**src/shared/io_status_map.svh**
```systemverilog
// register offsets, field positions, reset values and timing counts for the io status block
`ifndef IO_STATUS_MAP_SVH
`define IO_STATUS_MAP_SVH

`define PIN_LEVEL_OFS       16'h0220
`define OUT_LATCH_OFS       16'h0221
`define TRANS_LATCH_OFS     16'h0222
`define SEARCH_MASK_OFS     16'h0223
`define SEARCH_POL_OFS      16'h0224
`define SEARCH_CTRL_OFS     16'h0225

`define CTRL_SRC_BIT        0
`define CTRL_TERM_BIT       1
`define CTRL_POR_BIT        3
`define CTRL_STRAP_BIT      6
`define CTRL_SUPPLY_BIT     7

`define PIN_FILL            6'h3F
`define LATCH_FILL          6'h3F
`define TRANS_RESET         2'h0
`define MASK_RESET          2'h0
`define POL_RESET           2'h0
`define RD_UNMAPPED         8'hFF

`define CLK_PERIOD_NS       8
`define MIN_WIDTH_NS        1000
`define MIN_WIDTH_CYC       ((`MIN_WIDTH_NS + `CLK_PERIOD_NS - 1) / `CLK_PERIOD_NS)
`define WIDTH_CNT_BITS      8

`endif

```
**src/shared/io_status_pkg.sv**
```systemverilog
// types for the io status and conditional search block
package io_status_pkg;

  typedef struct packed {
    logic       src_sel;
    logic       term_sel;
    logic       power_on_flag;
  } search_ctrl_t;

  typedef struct packed {
    logic       rd_en;
    logic       wr_en;
    logic [15:0] addr;
    logic [7:0] wdata;
  } reg_req_t;

endpackage

```
**src/hw/io_status_search.sv**
```systemverilog
// io pin status, latch readback and conditional search qualification
`timescale 1ns/10ps
`include "io_status_map.svh"

module io_status_search (
  input  wire logic                      REF_CLK,
  input  wire logic                      SYS_RST,
  input  wire logic                      ESD_REINIT,
  input  wire logic [1:0]                CHANNEL_PIN_LEVEL,
  input  wire logic                      POWER_UP_LEVEL_STRAP,
  input  wire logic                      SUPPLY_PRESENT_FLAG,
  input  wire io_status_pkg::reg_req_t   REG_REQ,
  input  wire logic                      PRIOR_BYTE_MSB,
  input  wire logic                      IO_LATCH_WRITE_COMMAND,
  input  wire logic [1:0]                IO_LATCH_WDATA,
  input  wire logic                      TRANSITION_CLEAR_COMMAND,
  output logic [7:0]                     REG_RDATA,
  output logic [1:0]                     CHANNEL_OUTPUT_LATCH,
  output logic                           SEARCH_RESPONSE_SIGNAL
);
  import io_status_pkg::*;

  typedef struct packed {
    logic [1:0]                   pin_meta;
    logic [1:0]                   pin_sync;
    logic                         strap_meta;
    logic                         strap_sync;
    logic                         supply_meta;
    logic                         supply_sync;
    logic [1:0]                   settle_cnt;
    logic [1:0]                   pin_snap;
    logic [1:0]                   out_latch;
    logic [1:0]                   stable_lvl;
    logic [1:0][`WIDTH_CNT_BITS-1:0] width_cnt;
    logic [1:0]                   trans_latch;
    logic [1:0]                   mask;
    logic [1:0]                   power_up_level_strap;
    search_ctrl_t                 ctrl;
    logic [7:0]                   rdata;
    logic                         response;
  } state_t;

  localparam logic [`WIDTH_CNT_BITS-1:0] WIDTH_CYC = `WIDTH_CNT_BITS'(`MIN_WIDTH_CYC);

  state_t s_q;
  state_t s_d;

  // address decode is shared by the read mux and the register write decode
  function automatic logic is_addr(input logic [15:0] a, input logic [15:0] ofs);
    is_addr = (a == ofs);
  endfunction

  function automatic logic [7:0] read_mux(input state_t s, input logic [15:0] a);
    read_mux = `RD_UNMAPPED;
    if (is_addr(a, `PIN_LEVEL_OFS))
      read_mux = {`PIN_FILL, s.pin_snap};
    else if (is_addr(a, `OUT_LATCH_OFS))
      read_mux = {`LATCH_FILL, s.out_latch};
    else if (is_addr(a, `TRANS_LATCH_OFS))
      read_mux = {6'h00, s.trans_latch};
    else if (is_addr(a, `SEARCH_MASK_OFS))
      read_mux = {6'h00, s.mask};
    else if (is_addr(a, `SEARCH_POL_OFS))
      read_mux = {6'h00, s.power_up_level_strap};
    else if (is_addr(a, `SEARCH_CTRL_OFS))
      read_mux = {s.supply_sync, s.strap_sync, 2'b00, s.ctrl.power_on_flag, 1'b0,
                  s.ctrl.term_sel, s.ctrl.src_sel};
  endfunction

  logic [1:0] chan_sig;
  logic [1:0] chan_match;
  logic       and_term;
  logic       or_term;

  always_comb begin
    s_d = s_q;
    s_d.pin_meta    = CHANNEL_PIN_LEVEL;
    s_d.pin_sync    = s_q.pin_meta;
    s_d.strap_meta  = POWER_UP_LEVEL_STRAP;
    s_d.strap_sync  = s_q.strap_meta;
    s_d.supply_meta = SUPPLY_PRESENT_FLAG;
    s_d.supply_sync = s_q.supply_meta;

    // latches follow the synchronised strap for three edges after release so the
    // final load sees the real pin level, not the synchroniser's reset value
    if (s_q.settle_cnt != 2'h3) begin
      s_d.settle_cnt = s_q.settle_cnt + 2'h1;
      s_d.out_latch  = {2{s_q.strap_sync}};
    end
    else if (IO_LATCH_WRITE_COMMAND)
      s_d.out_latch = IO_LATCH_WDATA;
    // ESD_REINIT is deliberately not used on the latches: they hold through it

    if (PRIOR_BYTE_MSB)
      s_d.pin_snap = s_q.pin_sync;

    // a level must hold the full width before it counts as a transition
    for (int i = 0; i < 2; i++) begin
      if (s_q.pin_sync[i] == s_q.stable_lvl[i]) begin
        s_d.width_cnt[i] = '0;
      end else if (s_q.width_cnt[i] >= WIDTH_CYC - 1'b1) begin
        s_d.width_cnt[i]  = '0;
        s_d.stable_lvl[i] = s_q.pin_sync[i];
        s_d.trans_latch[i] = 1'b1;
      end else begin
        s_d.width_cnt[i] = s_q.width_cnt[i] + 1'b1;
      end
    end
    // a transition landing with the clear command is kept
    if (TRANSITION_CLEAR_COMMAND)
      for (int i = 0; i < 2; i++)
        if (!(s_q.pin_sync[i] != s_q.stable_lvl[i] && s_q.width_cnt[i] >= WIDTH_CYC - 1'b1))
          s_d.trans_latch[i] = 1'b0;

    if (REG_REQ.wr_en) begin
      if (is_addr(REG_REQ.addr, `SEARCH_MASK_OFS))
        s_d.mask = REG_REQ.wdata[1:0];
      if (is_addr(REG_REQ.addr, `SEARCH_POL_OFS))
        s_d.power_up_level_strap = REG_REQ.wdata[1:0];
      if (is_addr(REG_REQ.addr, `SEARCH_CTRL_OFS)) begin
        s_d.ctrl.src_sel       = REG_REQ.wdata[`CTRL_SRC_BIT];
        s_d.ctrl.term_sel      = REG_REQ.wdata[`CTRL_TERM_BIT];
        s_d.ctrl.power_on_flag = s_q.ctrl.power_on_flag & REG_REQ.wdata[`CTRL_POR_BIT];
      end
    end

    if (REG_REQ.rd_en)
      s_d.rdata = read_mux(s_q, REG_REQ.addr);

    chan_sig   = s_q.ctrl.src_sel ? s_q.trans_latch : s_q.pin_sync;
    chan_match = ~(chan_sig ^ s_q.power_up_level_strap);
    // an empty mask must not qualify through the and term
    and_term   = (&(chan_match | ~s_q.mask)) & (|s_q.mask);
    or_term    = |(chan_match & s_q.mask);
    // with one channel selected both terms agree, so the term bit drops out
    s_d.response = s_q.ctrl.power_on_flag | (s_q.ctrl.term_sel ? and_term : or_term);
  end

  always_ff @(posedge REF_CLK or posedge SYS_RST) begin
    if (SYS_RST) begin
      s_q <= '{
        pin_meta: 2'h0, pin_sync: 2'h0, strap_meta: 1'b0, strap_sync: 1'b0,
        supply_meta: 1'b0, supply_sync: 1'b0, settle_cnt: 2'h0, pin_snap: 2'h0,
        out_latch: 2'h0, stable_lvl: 2'h0, width_cnt: '0,
        trans_latch: `TRANS_RESET, mask: `MASK_RESET, power_up_level_strap: `POL_RESET,
        ctrl: '{src_sel: 1'b0, term_sel: 1'b0, power_on_flag: 1'b1},
        rdata: 8'h00, response: 1'b0};
    end else begin
      s_q <= s_d;
    end
  end

  assign REG_RDATA              = s_q.rdata;
  assign CHANNEL_OUTPUT_LATCH   = s_q.out_latch;
  assign SEARCH_RESPONSE_SIGNAL = s_q.response;

endmodule // io_status_search

```
**config.mk**
```make
export PLATFORM = sky130hd
export DESIGN_NAME = io_status_search
export DESIGN_NICKNAME = d
export VERILOG_FILES = /design/src/shared/io_status_pkg.sv /design/src/hw/io_status_search.sv
export VERILOG_INCLUDE_DIRS = /design/src /design/src/shared
export SDC_FILE = /design/constraint.sdc
export NUM_CORES = 1
export LEC_CHECK = 0
export BUFFER_PORTS_ARGS = -buffer_cell sky130_fd_sc_hd__buf_4
export CAP_MARGIN = 40
export CORE_AREA = 5 5 88 90
export CTS_CLUSTER_DIAMETER = 60
export DETAILED_ROUTE_END_ITERATION = 10
export DIE_AREA = 0 0 93 95
export HOLD_SLACK_MARGIN = 0.05
export SLEW_MARGIN = 40
export SYNTH_ARGS = -nofsm -noshare
export SYNTH_HDL_FRONTEND = slang
export SYNTH_SLANG_ARGS = --single-unit
```
**constraint.sdc**
```tcl
create_clock -name REF_CLK -period 1.7 [get_ports REF_CLK]
set_input_delay 0.17 -clock REF_CLK [delete_from_list [all_inputs] [get_ports REF_CLK]]
set_output_delay 0.17 -clock REF_CLK [all_outputs]
set_load 0.01 [all_outputs]
```
==> qor.csv, run 1 <==
metric,value,unit
ys_seq_area_share,54.66,%
clock_skew,0.006450,ns
setup_violations,0,
n_antenna_cell,0,
dieHeight,95,um
multi_input_comb_area,890.9,um2
p_leak,1.220,nW
drc,0,
critPathRequiredTime,1.88,ns
cts-root-buf,clkbuf_8,
syn_area,0.002200,mm2
dr.pass1.iters,4,
max_clock_freq,673.5,MHz
synth_top_area_cell,dfrtp_1,
seqCellArea,0.001202,mm2
synth-seq-cells,48,
detail_route.vias_per_cell,4.589,
start_kind,register,
power_density,789.1,mW/mm2
cp.arrival,1.67,ns
whs,0.07575,ns
cts_buffers,5,
cts_sinks,48,
crit_path_end_kind,register,
fin_crit_sh,87.34,%
tns,0,ns
path_cells,"and3_1, a31oi_1, mux2_2",
antenna_found_initial,0,
synth.distinct_cells,37,
first_global_vias,1615,
cts_tree,built,
wl_met2,1834,um
avgRoutedWirePerCell,12.71,um
path_delay_family,flip-flops,
drive_gt1_share,31.20,%
fill_cells,703,
crit_slowest_cell,dfrtp_1,
nets,277,
peakVddDrop,0.3406,mV
critPathBufInv,0,
place.gp.congestion,0.7618,
critPathKind,register to register,
hold_class,input port to register,
drv_slew,0,
synth_edf_count,0,
clkLatencyLatePin,0.29,ns
port_buffers,42,
overflow,0,
async_flop_share,100.0,%
ios,49,
routed.top_layer,met4,
cap_violations,0,
grt.total_usage,10.44,%
synthFlopType,dfrtp_1,
clock_path_buffers,2,
detail-route-antenna-nets,0,
drt_iter0_markers,23,
ctsHtreeMaxLevel,2,
cts.repair.resized,0,
cts.reportedPaths.clkPinSlew,0.08,ns
die-area,0.008835,mm2
initial_core_util,31.51,%
critPathMaxFanout,4,
grt_pass1_wl,7217,um
rsz0062_at_grt,false,
die_w,93,um
cp_slowest_stage_delay,0.43,ns
core,0.006982,mm2
synth_warnings,0,
m1WireLength,1818,um
syn-instance-count,188,
dpl.hpwl,3003,um
area_delta_synth_final,23.44,%
outcome,"finished, final reports clean",
synth_top_area_share,53.47,%
period_minus_slack,1.485,ns
grt_max_degree,49,
rows,31,
synth.area.top_cells,"dfrtp_1 (53%), mux2_2 (6.1%), xor2_1 (4.8%)",
wl_met3,298,um
vias,1450,
avgSynthCellArea,11.70,um2
hold_viol_final,0,
routed_wl,4015,um
## layer usage
| metal | up-vias | global-route usage (%) |
|---|---|---|
| li1 | 726 | - |
| met4 | 0 | 4.029 |
| met3 | 5 | 3.267 |
| met1 | 681 | 11.99 |
| met5 | - | 0 |
| met2 | 38 | 18.18 |
## metrics by stage
| stage | cell area, um2 | worst slack [ns] | instances | total power, mW | util, % |
|---|---|---|---|---|---|
| global route | 2715 | 0.08079 | 316 | 2.262 | 38.89 |
| detailed placement | 2569 | 0.09269 | 304 | 1.459 | 36.79 |
| finish | 2715 | 0.2152 | 316 | 2.142 | 38.89 |
| global placement | 2569 | 0.1098 | 304 | 1.454 | 36.79 |
| CTS | 2715 | 0.2261 | 316 | 2.193 | 38.89 |
| floorplan | 2203 | 0.3273 | 189 | 1.349 | - |
## kinds of logic (layout without fill, tap and decap cells)
kind of cell               count (synthesis)  in the layout  synth area share [%]
xor gates and xnor gates                  17             17                 6.769
adders and majority gates                  5              5                 2.844
AOI/OAI and AO/OA                         20             20                 5.746
DFF                                       48             48                 54.66
other                                      1              2                0.1705
and+or+nand+nor                           61             61                 15.81
muxes                                     17             17                 8.988
buffers and inverters                     19             64                 5.005
## Yosys cell counts (4+ instances only)
| cell type | n |
|---|---|
| nand2_1 | 9 |
| buf_4 | 10 |
| mux2_2 | 12 |
| ha_1 | 5 |
| xor2_1 | 12 |
| and3_1 | 4 |
| mux2i_1 | 4 |
| nand3_1 | 11 |
| dfrtp_1 | 47 |
| inv_1 | 8 |
| xnor2_1 | 5 |
| nor2_1 | 22 |
| a21oi_1 | 8 |
## what timing repair did
| action | in CTS | in global routing |
|---|---|---|
| endpoints found under the setup margin | 0 | 0 |
| endpoints found under the hold margin | 51 | 0 |
| hold buffers | 5 | 0 |
| buffers inserted | 0 | 0 |
## flip-flops by register name, summed over array words and instances, names as in the netlist
name                    flops
s_q                        35
REG_RDATA                   6
s_d                         4
CHANNEL_OUTPUT_LATCH        2
SEARCH_RESPONSE_SIGNAL      1
## placed cells by master (no fill, tap or decap), types with 4 or more instances in the layout
master	synthesis	layout
clkbuf_8	0	7
buf_4	10	43
mux2i_1	4	4
nand2_1	9	9
inv_1	8	7
nand3_1	11	11
ha_1	5	5
xnor2_1	5	5
a21oi_1	8	8
and3_1	4	4
dlygate4sd3_1	0	5
mux2_2	12	12
nor2_1	22	22
xor2_1	12	12
dfrtp_1	47	47
## power breakdown
part | switching (mW) | internal (mW) | total (mW)
clock | 0.341 | 0.362 | 0.703
combinational | 0.104 | 0.119 | 0.223
sequential | 0.0335 | 1.18 | 1.22
## worst register-to-register path, delay by kind of cell (launching register included)
kind / cells / cell delay (ns)
AOI/OAI and AO/OA: 1 / 0.34
DFF: 1 / 0.43
muxes: 1 / 0.38
and+or+nand+nor: 1 / 0.23
## final timing paths
kind	start	to	slack (ns)	cells past startpoint
max	s_q[20]$_DFF_PP0_	s_q[34]$_DFFE_PP0P_	0.22	3
min	TRANSITION_CLEAR_COMMAND	s_q[17]$_DFF_PP0_	0.08	2
max reg2reg	s_q[20]$_DFF_PP0_	s_q[34]$_DFFE_PP0P_	0.22	3
min reg2reg	s_d[47]$_DFF_PP0_	s_q[47]$_DFF_PP0_	0.35	0
max in group asynchronous	SYS_RST	s_q[9]$_DFFE_PP1P_	0.94	4
min in group asynchronous	SYS_RST	s_q[29]$_DFF_PP0_	0.49	4
## layout make-up
class / count / share of cell area, %
multi-input cells: 122 / 32.81
flip-flops and latches: 48 / 44.29
well taps: 82 / 3.779
repair buffers: 49 / 14.47
clock buffers: 7 / 3.548
inverters: 8 / 1.106
Power figures use the tool's default switching activity.
==> inputs of run 2 (changes only) <==
CELL_PAD_IN_SITES_DETAIL_PLACEMENT = 0   (was not set)
CELL_PAD_IN_SITES_GLOBAL_PLACEMENT = 2   (was not set)
PLACE_DENSITY_LB_ADDON = 0.1   (was not set)
==> run 2 against run 1 <==
Flip-flop and latch count stayed put. Clock-buffer cell count is the same. Combinational power grew 3%. Global-route usage rose by 0.21 points. Worst hold slack worse by 0.0050 ns. Setup slack better by 0.057 ns. Wire length is 7.6% higher. Clock skew rose by 0.00076 ns. Largest cell class unchanged. Largest power group unchanged.
==> qor.csv, run 2 (synthesis gave the netlist of run 1 again) <==
metric,value,unit,change
hold_start,TRANSITION_CLEAR_COMMAND,,
cts.repair.resized,0,,unchanged
clock_skew,0.007213,ns,+0.0007633 ns
rows,31,,unchanged
p_seq_share,56.9,%,about the same
peakVddDrop,0.3716,mV,+9.1%
worstMarginPinSlew,0.5676,ns,
avgRoutedWirePerCell,13.54,um,+6.6%
cp.arrival,1.61,ns,-0.06 ns
max_flop_register,s_q,,
max_clock_freq,700.3,MHz,+4.0%
crit_slowest_cell,dfrtp_1,,
dp_slack,0.04413,ns,-0.04856 ns
die-area,0.008835,mm2,unchanged
crit_path_end_kind,register,,
final_util,39.07,%,+0.18 points
cts_tree,built,,
drt_iter0_markers,41,,+78%
wl_met2,2174,um,+19%
dpl.hpwl,3357,um,+12%
hold_viol_final,0,,unchanged
n_antenna_cell,0,,unchanged
m1WireLength,1784,um,-1.9%
relSlewSlack,61.92,%,
detail_route.vias_per_cell,4.643,,+1.2%
clock_path_buffers,2,,unchanged
internal-power,1.635,mW,-1.8%
critPathRequiredTime,1.88,ns,about the same
port_buffers,42,,unchanged
wl_met3,315,um,+5.7%
cts_sinks,48,,unchanged
vias,1481,,+2.1%
rr_startpoint,s_q[28]$_DFF_PP0_,,
layout_common_cells,"dfrtp_1 (47), buf_4 (45), nor2_1 (22), mux2_2 (12), xor2_1 (12)",,
hold_class,input port to register,,
area_delta_synth_final,24.00,%,
period_minus_slack,1.428,ns,-0.05675 ns
die_w,93,um,unchanged
cap_violations,0,,unchanged
drive_gt1_share,31.22,%,about the same
start_kind,register,,
switching_share,23.39,%,+1.1 points
grt_max_degree,35,,-29%
first_global_vias,1571,,-2.7%
crit_start,s_q[28]$_DFF_PP0_,,
routed_wl,4319,um,+7.6%
path_delay_family,flip-flops,,
dieHeight,95,um,unchanged
tns,0,ns,unchanged
critPathBufInv,0,,unchanged
antenna_found_initial,0,,unchanged
cp_slowest_stage_delay,0.43,ns,about the same
place.gp.congestion,0.7627,,+0.12%
drv_slew,0,,unchanged
final_common_cell,dfrtp_1,,
cts_buffers,5,,unchanged
critPathKind,register to register,,
initial_core_util,31.51,%,unchanged
p_sw,0.4992,mW,+4.3%
routed.top_layer,met4,,
timing.final.ws_setup,0.2720,ns,+0.05675 ns
power_frac_comb,10.7,%,+0.3 points
grt_pass1_wl,7431,um,+3.0%
cts-root-buf,clkbuf_8,,
clkPwrFrac,32.3,%,-0.5 points
dr.pass1.iters,4,,unchanged
overflow,0,,unchanged
setup_violations,0,,unchanged
power_density,782.4,mW/mm2,-0.85%
p_leak,1.221,nW,about the same
rsz0062_at_grt,false,,
nets,279,,+0.72%
outcome,"finished, final reports clean",,
critPathMaxFanout,4,,unchanged
largest_register_ffs,35,,unchanged
clkLatencyLatePin,0.29,ns,about the same
detail-route-antenna-nets,0,,unchanged
ios,49,,unchanged
fin_crit_sh,84.00,%,-3.3 points
path_cells,"and3_1, a31oi_1, mux2_2",,
grt.total_usage,10.64,%,+0.21 points
ctsHtreeMaxLevel,2,,unchanged
core,0.006982,mm2,unchanged
drc,0,,unchanged
cts.reportedPaths.clkPinSlew,0.08,ns,about the same
==> run 2: worst reg2reg max path, delay by kind of cell (launching register included) <==
| kind | cells | cell delay (ns) |
|---|---|---|
| simple gates | 1 | 0.23 |
| mux | 1 | 0.37 |
| compound gates | 1 | 0.30 |
| flops | 1 | 0.43 |
==> run 2: power groups by stage <==
stage / Sequential [mW] / Clock (mW) / Combinational (mW)
5_1_grt: 1.22 / 0.784 / 0.259
3_3_place_gp: 1.24 / 0 / 0.221
6_report: 1.22 / 0.690 / 0.229
4_1_cts: 1.22 / 0.724 / 0.235
3_5_place_dp: 1.24 / 0 / 0.224
2_1_floorplan: 1.23 / 0 / 0.120
==> run 2: per-stage QoR <==
stage / power (mW) / std cells / instance area, um2 / hold WS [ns]
after detailed placement: 1.464 / 306 / 2584 / 0.1921
after CTS: 2.176 / 319 / 2728 / 0.05747
after global placement: 1.460 / 306 / 2584 / 0.1796
after global routing: 2.267 / 319 / 2728 / 0.06597
after floorplan: 1.349 / 189 / 2203 / 0.2014
final: 2.134 / 319 / 2728 / 0.07079
==> run 2: area by class of cell <==
| type | instances | area (um2) |
|---|---|---|
| clock inverter | 1 | 7.507 |
| multi-input combinational | 122 | 890.9 |
| fill | 703 | 4254 |
| timing repair buffer | 51 | 407.9 |
| sequential | 48 | 1202 |
| tap | 82 | 102.6 |
| clock buffer | 7 | 86.33 |
| inverter | 8 | 30.03 |
==> run 2: metal layers <==
layer  vias to the layer above  track usage (%)
met5                         -                0
met4                         0            2.930
met3                         6            3.506
met1                       702            12.59
li1                        734                -
met2                        39            18.54
==> run 2: repair_timing <==
action | 4_1_cts | 5_1_grt
endpoints found under the hold margin | 18 | 0
setup buffers | 0 | 0
hold buffers | 5 | 0
==> run 2: path summary, 6_finish.rpt <==
check                                 endpoint  slack, ns  cells after the start
max reg2reg                s_q[35]$_DFFE_PP0P_       0.27                      3
min reg2reg                  s_q[47]$_DFF_PP0_       0.35                      0
max                        s_q[35]$_DFFE_PP0P_       0.27                      3
min                          s_q[16]$_DFF_PP0_       0.07                      2
max in group asynchronous   s_q[9]$_DFFE_PP1P_       0.70                      4
min in group asynchronous    s_d[44]$_DFF_PP0_       0.41                      3
